===== src/hw/host_bus_port_pkg.sv =====
// Constants and types shared by the host bus port and its reset filter.
// Assumes one system clock; all pin levels arrive synchronous to it.

package host_bus_port_pkg;

   // =====================================================================
   // Bus geometry
   localparam int unsigned DATA_W = 8;

   // =====================================================================
   // Interface style strap levels
   localparam logic STYLE_STROBE = 1'b0;
   localparam logic STYLE_ENABLE = 1'b1;

   // =====================================================================
   // Data type select levels
   localparam logic TYPE_LOW  = 1'b0;
   localparam logic TYPE_HIGH = 1'b1;

   // =====================================================================
   // Reset values
   localparam logic [7:0] DATA_RST  = 8'h00;
   localparam logic       STYLE_RST = STYLE_STROBE;

   // =====================================================================
   // Timing: the clock and the hysteresis filter on the reset pin
   localparam int unsigned CLK_PERIOD_NS    = 20;
   localparam int unsigned RST_FILTER_NS    = 80;
   localparam int unsigned RST_FILTER_CYCLES =
      (RST_FILTER_NS + CLK_PERIOD_NS - 1) / CLK_PERIOD_NS;

   // =====================================================================
   // Decoded bus access
   typedef enum logic [2:0]
   {
      ACC_NONE,
      ACC_STATUS_RD,
      ACC_DATA_RD,
      ACC_PARAM_WR,
      ACC_CMD_WR
   } access_t;

endpackage : host_bus_port_pkg


===== src/hw/reset_filter.sv =====
// Hysteresis filter for the active-low hardware reset pin.
// Assumes the pin is sampled on the system clock.

`timescale 1ns/10ps

module reset_filter
#(
   parameter int unsigned CYCLES = host_bus_port_pkg::RST_FILTER_CYCLES
)
(
   // Clock and reset
   input  wire logic i_clk_sys,
   input  wire logic i_rst,
   // Pin and filtered level
   input  wire logic i_hardware_reset_n,
   output logic      o_reset_active
);
   import host_bus_port_pkg::*;

   localparam int unsigned CW = $clog2(CYCLES + 1);
   localparam logic [CW-1:0] CNT_LAST = CW'(CYCLES - 1);

   logic [CW-1:0] cnt_reg;

   // =====================================================================
   // Level changes only after CYCLES samples of the opposite level
   always_ff @(posedge i_clk_sys or posedge i_rst)
   begin
      if (i_rst)
      begin
         cnt_reg        <= '0;
         o_reset_active <= 1'b1;
      end
      else if (o_reset_active != !i_hardware_reset_n)
      begin
         if (cnt_reg == CNT_LAST)
         begin
            o_reset_active <= !i_hardware_reset_n;
            cnt_reg        <= '0;
         end
         else
            cnt_reg <= cnt_reg + 1'b1;
      end
      else
         cnt_reg <= '0;
   end
endmodule : reset_filter


===== src/hw/host_bus_port.sv =====
// Host-side parallel bus port: strap-selected strobe or enable style,
// access decode, write capture, read drive, clock output and reset pin.
// Assumes all pins are synchronous to i_clk_sys; the core supplies status
// and read data and signals when the system-setup command has executed.
//
// Functional notes
// - Strobe style: select 0/1 read status/data, write parameter/command.
// - Enable style: direction and select give the same four accesses.
// - Strobe style read strobe is active low; bus driven one cycle behind it.
// - Enable style strobe pin is an active-high enable; transfer while high.
// - Strobe style write is active low; data captured at its rising edge.
// - Enable style direction high reads, low writes; device obeys level.
// - Nothing responds unless chip select is low.
// - Active-low hardware reset, through a hysteresis filter, blocks access and stops clock out; data registers keep their values.
// - Clock out follows oscillator, starts after setup command, stops in reset.

`timescale 1ns/10ps

module host_bus_port
(
   // Clock and reset
   input  wire logic                                  i_clk_sys,
   input  wire logic                                  i_rst,
   input  wire logic                                  i_hardware_reset_n,
   // Static strap
   input  wire logic                                  i_bus_style_select,
   // Host bus pins
   input  wire logic                                  i_cs_n,
   input  wire logic                                  i_data_type_select,
   input  wire logic                                  i_rd_n_e,
   input  wire logic                                  i_wr_n_rw,
   input  wire logic [host_bus_port_pkg::DATA_W-1:0]  i_data,
   output logic      [host_bus_port_pkg::DATA_W-1:0]  o_data,
   output logic                                       o_data_oe_n,
   // Oscillator and clock output
   input  wire logic                                  i_osc_in,
   output logic                                       o_osc_out,
   output logic                                       o_buffered_clock_out,
   // Core side
   input  wire logic [host_bus_port_pkg::DATA_W-1:0]  i_status,
   input  wire logic [host_bus_port_pkg::DATA_W-1:0]  i_rd_data,
   input  wire logic                                  i_system_setup_command,
   output logic                                       o_device_reset,
   output logic                                       o_status_rd,
   output logic                                       o_data_rd,
   output logic                                       o_param_wr,
   output logic                                       o_cmd_wr,
   output logic      [host_bus_port_pkg::DATA_W-1:0]  o_wr_data
);
   import host_bus_port_pkg::*;

   logic                dev_rst;
   logic                style_reg;
   logic                rd_act;
   logic                wr_act;
   access_t             access_now;
   access_t             access_reg;
   logic [DATA_W-1:0]   wr_hold_reg;
   logic                clk_run_reg;

   // =====================================================================
   // Filtered hardware reset
   reset_filter #(
      .CYCLES             (RST_FILTER_CYCLES)
   ) u_reset_filter (
      .i_clk_sys          (i_clk_sys),
      .i_rst              (i_rst),
      .i_hardware_reset_n (i_hardware_reset_n),
      .o_reset_active     (dev_rst)
   );

   assign o_device_reset = dev_rst;

   // =====================================================================
   // Strap captured while the device is held in reset, static afterwards
   always_ff @(posedge i_clk_sys or posedge i_rst)
   begin
      if (i_rst)
         style_reg <= STYLE_RST;
      else if (dev_rst)
         style_reg <= i_bus_style_select;
   end

   // =====================================================================
   // Access decode
   always_comb
   begin
      rd_act = 1'b0;
      wr_act = 1'b0;
      if (!i_cs_n && !dev_rst)
      begin
         unique case (style_reg)
            STYLE_STROBE:
            begin
               rd_act = !i_rd_n_e && i_wr_n_rw;
               wr_act = !i_wr_n_rw && i_rd_n_e;
            end
            STYLE_ENABLE:
            begin
               rd_act = i_rd_n_e && i_wr_n_rw;
               wr_act = i_rd_n_e && !i_wr_n_rw;
            end
         endcase
      end
   end

   always_comb
   begin
      if (rd_act)
         access_now = (i_data_type_select == TYPE_LOW) ? ACC_STATUS_RD
                                                       : ACC_DATA_RD;
      else if (wr_act)
         access_now = (i_data_type_select == TYPE_LOW) ? ACC_PARAM_WR
                                                       : ACC_CMD_WR;
      else
         access_now = ACC_NONE;
   end

   always_ff @(posedge i_clk_sys or posedge i_rst)
   begin
      if (i_rst)
         access_reg <= ACC_NONE;
      else
         access_reg <= access_now;
   end

   // =====================================================================
   // Write path: data held while the write is active, committed at its end
   always_ff @(posedge i_clk_sys or posedge i_rst)
   begin
      if (i_rst)
         wr_hold_reg <= DATA_RST;
      else if (wr_act)
         wr_hold_reg <= i_data;
   end

   always_ff @(posedge i_clk_sys or posedge i_rst)
   begin
      if (i_rst)
      begin
         o_param_wr <= 1'b0;
         o_cmd_wr   <= 1'b0;
         o_wr_data  <= DATA_RST;
      end
      else
      begin
         o_param_wr <= (access_reg == ACC_PARAM_WR) &&
                       (access_now != ACC_PARAM_WR);
         o_cmd_wr   <= (access_reg == ACC_CMD_WR) &&
                       (access_now != ACC_CMD_WR);
         if ((access_reg == ACC_PARAM_WR || access_reg == ACC_CMD_WR) &&
             access_now != access_reg)
            o_wr_data <= wr_hold_reg;
      end
   end

   // =====================================================================
   // Read path: bus driven one cycle behind the read strobe
   always_ff @(posedge i_clk_sys or posedge i_rst)
   begin
      if (i_rst)
      begin
         o_data      <= DATA_RST;
         o_data_oe_n <= 1'b1;
         o_status_rd <= 1'b0;
         o_data_rd   <= 1'b0;
      end
      else
      begin
         o_data_oe_n <= !rd_act;
         o_status_rd <= (access_now == ACC_STATUS_RD) &&
                        (access_reg != ACC_STATUS_RD);
         o_data_rd   <= (access_now == ACC_DATA_RD) &&
                        (access_reg != ACC_DATA_RD);
         if (access_now == ACC_STATUS_RD)
            o_data <= i_status;
         else if (access_now == ACC_DATA_RD)
            o_data <= i_rd_data;
      end
   end

   // =====================================================================
   // Oscillator buffer and gated clock output
   always_ff @(posedge i_clk_sys or posedge i_rst)
   begin
      if (i_rst)
         clk_run_reg <= 1'b0;
      else if (dev_rst)
         clk_run_reg <= 1'b0;
      else if (i_system_setup_command)
         clk_run_reg <= 1'b1;
   end

   always_ff @(posedge i_clk_sys or posedge i_rst)
   begin
      if (i_rst)
      begin
         o_buffered_clock_out <= 1'b0;
         o_osc_out            <= 1'b0;
      end
      else
      begin
         o_buffered_clock_out <= clk_run_reg && !dev_rst && i_osc_in;
         // Inverting stage; the pin is unused with an external clock
         o_osc_out            <= !i_osc_in;
      end
   end
endmodule : host_bus_port


===== config.mk =====
export PLATFORM = sky130hd
export DESIGN_NAME = host_bus_port
export DESIGN_NICKNAME = d
export VERILOG_FILES = /design/src/hw/host_bus_port_pkg.sv /design/src/hw/reset_filter.sv /design/src/hw/host_bus_port.sv
export SDC_FILE = /design/constraint.sdc
export NUM_CORES = 1
export LEC_CHECK = 0
export BUFFER_PORTS_ARGS = -buffer_cell sky130_fd_sc_hd__buf_4
export CAP_MARGIN = 0
export CORE_MARGIN = 2
export CORE_UTILIZATION = 49
export DETAILED_ROUTE_END_ITERATION = 10
export PLACE_DENSITY = 0.79
export SLEW_MARGIN = 0
export SYNTH_ARGS = -nofsm -noshare
export SYNTH_HDL_FRONTEND = slang
export SYNTH_HIERARCHICAL = 1
export SYNTH_SLANG_ARGS = --single-unit

===== constraint.sdc =====
create_clock -name i_clk_sys -period 2.1 [get_ports i_clk_sys]
set_clock_uncertainty 0.1 [all_clocks]
set_input_delay 0.21 -clock i_clk_sys [delete_from_list [all_inputs] [get_ports i_clk_sys]]
set_output_delay 0.21 -clock i_clk_sys [all_outputs]
set_load 0.05 [all_outputs]

-- After elaboration in Yosys (flattened, before gate mapping)
Index checks and enable logic that the tools add are counted.
- muxes and demuxes: 13
- $add $sub $neg: 1
- equality and inequality tests: 11
- bitwise operators: 1
- reductions and logical operators: 22
- operators with widths (cell ; number):
    $mux W8 ; 2
    $mux W3 ; 5
    $logic_and A1 B1 Y1 ; 11
    $eq A3 B2 Y1 const B ; 3
    $logic_not A1 Y1 ; 7
    $ne A3 B2 Y1 const B ; 2
    $mux W1 ; 4
    $reduce_bool A2 Y1 ; 2
    $add A3 B1 Y3 const B ; 1
    $eq A3 B1 Y1 const B ; 1
    $eq A3 B3 Y1 const B ; 1
    $ne A3 B1 Y1 const B ; 1
    $ne A3 B3 Y1 ; 1
    $ne A3 B3 Y1 const B ; 1
    $mux W2 ; 1
    $pmux W1 S2 ; 1
    $reduce_and A2 Y1 ; 1
    $logic_or A1 B1 Y1 ; 1
    $ne A1 B1 Y1 ; 1
    $not A1 Y1 ; 1
- bits in registers: 40
- bits of input ports: 34
- logic and storage cells: 63

-- Logic depth before layout (Yosys ltp)
Gate-level depths: netlist of run 1.
- depth in word-level cells: 8
- mapped depth: 5
- mapped depth without buffers: 4

-- By module
Netlist of run 1, hierarchy kept.
- modules (own cells, without submodules) (module ; cells an instance ; instances ; sequential area each (um2) ; area an instance (um2)):
    host_bus_port ; 157 ; 1 ; 902.1 ; 1600.3
    reset_filter ; 13 ; 1 ; 101.3 ; 166.4

-- Least setup slack after synthesis of run 1
No wires, ideal clock.
- kind: register to register
- start: reg u_reset_filter.o_reset_active
- end: reg o_wr_data[0] (netlist bit)
- buffers on the path: 1
- arrival time: 1.632 ns
- slack: 0.246 ns
- required time: 1.877 ns
- library setup time: 0.123 ns
- stages on the path, launching flop included: 6
- clock period less this slack: 1.854 ns
- cell sequence: dfstp_2 > or4b_1 > buf_2 > nor2_1 > o21ai_1 > o221a_2
- cells in the longest elaborated chain, start to end: 7
- ends and longest elaborated chain (element ; RTL line ; RTL):
    from (decl) ; reset_filter.sv:16 ; output logic o_reset_active
    from (signal assigned) ; reset_filter.sv:38 ; o_reset_active <= !i_hardware_reset_n;
    $logic_not A1 Y1 (*) ; host_bus_port.sv:90 ; if (!i_cs_n && !dev_rst)
    $logic_and A1 B1 Y1 (*) ; host_bus_port.sv:90 ;
    $mux W1 ; host_bus_port.sv:90 ;
    $mux W3 ; host_bus_port.sv:112 ; else if (wr_act)
    $mux W3 (*) ; host_bus_port.sv:109 ; if (rd_act)
    $ne A3 B3 Y1 (*) ; host_bus_port.sv:152 ; access_now != access_reg)
    $logic_and A1 B1 Y1 (*) ; host_bus_port.sv:151 ; if ((access_reg == ACC_PARAM_WR || access_reg == ACC_CMD_WR) &&
    to (signal assigned) ; host_bus_port.sv:153 ; o_wr_data <= wr_hold_reg;
    to (decl) ; host_bus_port.sv:48 ; output logic [host_bus_port_pkg::DATA_W-1:0] o_wr_data
Mark *: on every way between the ends. The rest lies on a longest branch, timed or not.
A chain may end at the register's enable or synchronous reset.

-- Worst setup path in the final report of run 1
- start: reg u_reset_filter.o_reset_active
- end: reg o_wr_data[1] (netlist bit)
The elaborated chain is that of the path after synthesis.

==> qor.csv, run 1 <==
stage;metric;value;unit
layout;nets;278;
critical_path;arrival;2.16;ns
critical_path;cp_cell_sequence;or4b_1 -> nor2_1 -> o21ai_1 -> o221a_2;
detailed_routing;drcViolationCount;0;
critical_path;reg2reg_from;u_reset_filter/o_reset_active;
placement;place_ws;0.130;ns
sta;finalSetupViolations;0;
floorplanning;pin_count;58;
detailed_routing;drt_pass1_iterations;4;
layout;n_antenna_cell;0;
critical_path;r2r_end;o_wr_data[1];
sta;max_freq;496;MHz
sta;whs;0.0448;ns
critical_path;critical_path.max_fanout;9;
critical_path;cp_num_buf_inv;0;
yosys;synth_adder_area_share;0.00708;
job;cap_violations;0;
sta;finalHoldViolations;0;
floorplanning;die_w;64.0;um
grt;gr-usage-met3;0.0475;
grt;grt_usage;0.229;
grt;grt_pass1_vias;1618;
detailed_routing;viasPerCell;5.40;
cts;clkTransAtPathRegs;0.11;ns
yosys;synthMuxAreaShare;0.0574;
pwr;p_leak;1.22;nW
sta;relSlewSlack;0.617;
grt;grt_pass1_wl;7.16;mm
layout;fill_cells;251;
layout;final_common_cell;buf_4;
yosys;synth_top_family_by_area;simple AND/OR/NAND/NOR gates;
layout;layout-drive-gt1-share;0.320;
critical_path;cp_top_family;simple AND/OR/NAND/NOR gates;
layout;area_growth;38.0;%
yosys;syn_area;1770;um2
layout;mostFrequentLayoutCells;60 x buf_4, 38 x dfrtp_1, 36 x nand2_1;
yosys;synth.distinct_cells;31;
run_status;outcome;finished clean;
min_path;hp-start;i_status[5];
sta;postLayoutSetupSlackWorst;0.0818;ns
cts;ctsResizeCount;0;
floorplanning;row_count;21;
detailed_routing;ant_nets;0;
grt;gr-total-overflow;0;
critical_path;crit_slowest_cell;or4b_1;
grt;grtUsageMet2;0.404;
yosys;yosys_warnings;6;
critical_path;cp.depth;4;
yosys;synth_nets;205;
detailed_routing;post_drt_wl_per_cell;15.0;um
yosys;synth.avg_cell_area;10.4;um2
yosys;ys_ff_latch;40;
detailed_routing;dr_total_vias;1565;
sta;worst_pin_slew;0.574;ns
layout;fin_area;2440;um2
critical_path;startpoint;u_reset_filter/o_reset_active;
critical_path;worstSetupStartpointType;flip-flop;
placement;io_buffers;57;
critical_path;crit_type;reg2reg;
detailed_routing;wl;4.35;mm
sta;rsz0062_at_grt;no;
yosys;syn_inst;170;
yosys;synth-compound-area-share;0.156;
grt;grt_start_max_net_pins;37;
cts;cts_tree;built;
sta;final.setup.tns;0;ns
critical_path;rrSetupSlack;0.08;ns
grt;grt_use_met1;0.265;
sta;fin_crit_sh;0.961;
cts;numCtsBuffers;5;
cts;clkLatencyLatePin;0.34;ns
cts;cts_max_level;2;
placement;gp_congestion;0.802;
yosys;ys_seq_area_frac;0.568;
grt;top_usage_layer;met2;
floorplanning;core;3390;um2
critical_path;critical_path.max_stage_delay;0.73;ns
placement;post_dp_cell_area;2250;um2
floorplanning;start_util;0.521;
cts;post_cts_buffers;0;
yosys;synthArstFlopShare;1.00;
critical_path;crit_path_end_kind;flip-flop;
cts;root_buffer;clkbuf_4;
cts;max-clock-path-buffers;2;
placement;hpwlAfterDp;2.97;mm
yosys;synth_xor_area_frac;0.00992;
pwr;ir_worst_vdd;0.698;mV
floorplanning;dieArea;4100;um2
floorplanning;die_h;64.0;um
min_path;hp-class;in2reg;
pwr;p_per_area;1140;nW/um2
critical_path;worstPathRequired;2.24;ns
detailed_routing;drt_iter0_markers;60;
critical_path;ff2ff_path_depth;4;
grt;antenna_found_initial;0;
yosys;synthSimpleGateAreaFrac;0.176;
critical_path;critPathCapture;o_wr_data[1];
cts;clock_sinks;40;
yosys;synth_edf_count;0;
sta;fin_crit;2.02;ns
yosys;synth-main-ff-cell;dfrtp_1;
cts;ctsHoldBuffers;13;
sta;maxSlewViolCount;0;
## kinds of logic after synthesis
logic type,Yosys count
adder cells (fa/ha/maj),1
buffers and inverters,12
AO/OA/AOI/OAI,39
XOR/XNOR,2
AND/OR/NAND/NOR,66
flip-flops,40
multiplexers,10
## worst min path at each step
| stage | slack, ns | end | cells past startpoint |
|---|---|---|---|
| 2_1_floorplan | -0.12 | u_reset_filter/cnt_reg[0] | 1 |
| 3_3_place_gp | 0.005 | u_reset_filter/cnt_reg[1] | 2 |
| 3_5_place_dp | 0.02 | u_reset_filter/cnt_reg[1] | 2 |
| 4_1_cts | 0.04 | o_data[5] | 3 |
| 5_1_grt | 0.05 | o_data[2] | 3 |
| 6_report | 0.04 | o_data[5] | 3 |
## synth_stat cells, types with 2 or more instances
cell | n | area [um2]
o22ai_1 | 5 | 31.3
a21oi_1 | 6 | 30.0
inv_1 | 5 | 18.8
nor3b_1 | 5 | 37.5
o221ai_1 | 10 | 87.6
dfstp_2 | 2 | 52.6
clkbuf_1 | 5 | 18.8
nor2_1 | 12 | 45.0
nand2_1 | 36 | 135
o21ai_0 | 12 | 60.1
dfrtp_1 | 38 | 951
o221a_2 | 3 | 33.8
mux2i_1 | 9 | 90.1
nor3_1 | 5 | 25.0
## power by group
part / internal [mW] / switching (mW)
logic: 0.397 / 0.740
clock network: 0.159 / 0.241
registers: 1.02 / 0.221
total: 1.57 / 1.20
## routing by layer
| layer | vias up | routed length, um | part of all wire |
|---|---|---|---|
| li1 | 751 | - | - |
| met1 | 748 | 1700 | 0.39 |
| met2 | 54 | 2340 | 0.54 |
| met3 | 12 | 238 | 0.055 |
| met4 | 0 | 79 | 0.018 |
| met5 | - | 0 | 0 |
## metrics by stage
stage	total power [mW]	util	instances
floorplan	1.97	-	170
global placement	2.32	0.663	269
detailed placement	2.37	0.663	269
CTS	2.79	0.719	290
global route	2.91	0.719	290
finish	2.77	0.719	290
## cell type report
class / instances / area (um2) / share of cell area
Clock buffer: 6 / 51.3 / 0.0210
Clock inverter: 2 / 10.0 / 0.00410
Timing Repair Buffer: 73 / 581 / 0.238
Tap cell: 46 / 57.6 / 0.0236
Inverter: 5 / 18.8 / 0.00770
Sequential cell: 40 / 1000 / 0.411
Multi-Input combinational cell: 118 / 717 / 0.294
## worst register-to-register path: cells and delay by family, from the launching register on
kind | cells | cell delay [ns]
AND/OR/NAND/NOR | 2 | 0.95
flip-flops | 1 | 0.44
AO/OA/AOI/OAI | 2 | 0.43
(Power assumes the default switching activity.)
==> run 2: changes to the inputs <==
--- a/config.mk
+++ b/config.mk
@@ -11,6 +11,7 @@
 export CORE_UTILIZATION = 49
 export DETAILED_ROUTE_END_ITERATION = 10
 export PLACE_DENSITY = 0.79
+export SETUP_SLACK_MARGIN = 0.15
 export SLEW_MARGIN = 0
 export SYNTH_ARGS = -nofsm -noshare
 export SYNTH_HDL_FRONTEND = slang
==> run 2 against run 1 <==
  * Worst setup slack gained 0.15 ns
  * Global-route usage is the same
  * Cell count unchanged
  * Combinational power about the same
  * Die area stayed put
  * Non-clock buffer count is the same
  * Wire length about the same
  * Design area grew 0.15%
  * Sequential power hardly changed
  * Critical path type unchanged
==> qor.csv, run 2 (synthesis results as in run 1) <==
stage;metric;value;unit
run_status;outcome;finished clean;
placement;hpwlAfterDp;2.97;mm
sta;final.setup.tns;0;ns
grt;grt_start_max_net_pins;37;
job;cap_violations;0;
critical_path;crit_path_end_kind;flip-flop;
min_path;min_path_cells;3;
pwr;p_clk_frac;0.144;
layout;layout-drive-gt1-share;0.324;
layout;fill_cells;251;
layout;mostFrequentLayoutCells;60 x buf_4, 38 x dfrtp_1, 36 x nand2_1;
floorplanning;row_count;21;
layout;fin_cells;290;
cts;clkLatencyLatePin;0.34;ns
critical_path;critical_path.max_fanout;9;
detailed_routing;route.met2.wl;2.32;mm
layout;seq_area;1000;um2
detailed_routing;maxUsedRoutingLayer;met4;
floorplanning;dieArea;4100;um2
detailed_routing;post_drt_wl_per_cell;15.0;um
critical_path;crit_type;reg2reg;
floorplanning;core;3390;um2
detailed_routing;drt_pass1_iterations;5;
layout;area_growth;38.2;%
pwr;cell_internal_pwr;1.57;mW
cts;max-clock-path-buffers;2;
grt;gr-total-overflow;0;
critical_path;startpoint;u_reset_filter/o_reset_active;
critical_path;cp_cell_sequence;or4b_4 -> nor2_1 -> o21ai_1 -> o221a_2;
sta;fin_crit;1.87;ns
floorplanning;start_util;0.521;
sta;relSlewSlack;0.617;
pwr;pwr-share-seq;0.446;
detailed_routing;drt_iter0_markers;66;
layout;nets;278;
pwr;p_per_area;1140;nW/um2
critical_path;rrSetupSlack;0.23;ns
pwr;power;2.78;mW
floorplanning;pin_count;58;
pwr;comb_power_share;0.410;
sta;worst_pin_slew;0.573;ns
critical_path;r2r_end;o_wr_data[1];
floorplanning;die_h;64.0;um
detailed_routing;route.met3.wl;237;um
cts;post_cts_buffers;0;
detailed_routing;dr_total_vias;1573;
sta;finalHoldViolations;0;
sta;finalSetupViolations;0;
sta;maxSlewViolCount;0;
cts;cts_tree;built;
critical_path;worstPathRequired;2.24;ns
critical_path;reg2reg_from;u_reset_filter/o_reset_active;
sta;rsz0062_at_grt;no;
critical_path;critical_path.max_stage_delay;0.63;ns
detailed_routing;viasPerCell;5.42;
placement;gp_congestion;0.802;
critical_path;ff2ff_path_depth;4;
pwr;power_switching;1.20;mW
min_path;hp-class;in2reg;
placement;io_buffers;57;
cts;cts_max_level;2;
pwr;p_sw_frac;0.434;
min_path;min_to;o_data[5];
sta;max_freq;534;MHz
detailed_routing;wl;4.36;mm
cts;numCtsBuffers;5;
min_path;hp-start;i_status[5];
layout;n_antenna_cell;0;
critical_path;crit_slowest_cell;or4b_4;
floorplanning;die_w;64.0;um
grt;grt_pass1_vias;1618;
placement;dp_cells;269;
pwr;p_leak;1.22;nW
cts;clock_sinks;40;
grt;grt_usage;0.229;
detailed_routing;drcViolationCount;0;
pwr;ir_worst_vdd;0.701;mV
cts;root_buffer;clkbuf_4;
detailed_routing;ant_nets;0;
grt;antenna_found_initial;0;
critical_path;worstSetupStartpointType;flip-flop;
sta;fin_crit_sh;0.891;
detailed_routing;wl_met1;1.71;mm
layout;final_common_cell;buf_4;
grt;grt_pass1_wl;7.16;mm
layout;multi_input_area;721;um2
cts;clkTransAtPathRegs;0.11;ns
critical_path;arrival;2.02;ns
run 2: worst max-delay path: cells and delay by family (launching register included):
kind            cells  cell delay, ns
simple gates        2            0.81
compound gates      2            0.43
flops               1            0.44
run 2: area by class of cell:
cell class              instances  share of cell area
inverters                       5             0.00768
repair buffers                 73               0.238
well taps                      46              0.0236
clock inverters                 2             0.00410
clock buffers                   6              0.0210
flip-flops and latches         40               0.411
multi-input cells             118               0.295
run 2: stage by stage:
stage / hold slack [ns] / instance area, um2 / setup WS, ns / utilization
after detailed placement: 0.0167 / 2250 / 0.130 / 0.663
after global placement: 0.00542 / 2250 / 0.240 / 0.663
after floorplan: -0.125 / 1770 / 0.246 / -
final: 0.0433 / 2440 / 0.229 / 0.721
after global routing: 0.0501 / 2440 / 0.163 / 0.721
after CTS: 0.0381 / 2440 / 0.240 / 0.721
run 2: worst max path at each step:
stage | endpoint | slack [ns] | cells after the start
after CTS | o_wr_data[1] | 0.24 | 4
final | o_wr_data[1] | 0.23 | 4
after global routing | o_wr_data[1] | 0.16 | 4
after floorplan | o_wr_data[0] | 0.25 | 5
after detailed placement | o_wr_data[2] | 0.13 | 4
after global placement | o_wr_data[1] | 0.24 | 4
run 2: repair_timing:
item	in CTS	in global routing
hold endpoints to repair	52	0
hold buffers	13	0
endpoints found under the setup margin	3	0
resized for setup	1	0
run 2: metal layers:
metal  global-route usage  vias up
met3               0.0475       12
met2                0.404       57
met4                0.103        0
met1                0.265      751
met5                    0        -
li1                     -      753
run 2: power groups by stage:
stage / logic, mW / registers [mW] / clock network (mW)
finish: 1.14 / 1.24 / 0.400
global route: 1.21 / 1.26 / 0.443
CTS: 1.15 / 1.23 / 0.413
detailed placement: 1.13 / 1.24 / 0
global placement: 1.09 / 1.22 / 0
floorplan: 0.313 / 1.66 / 0
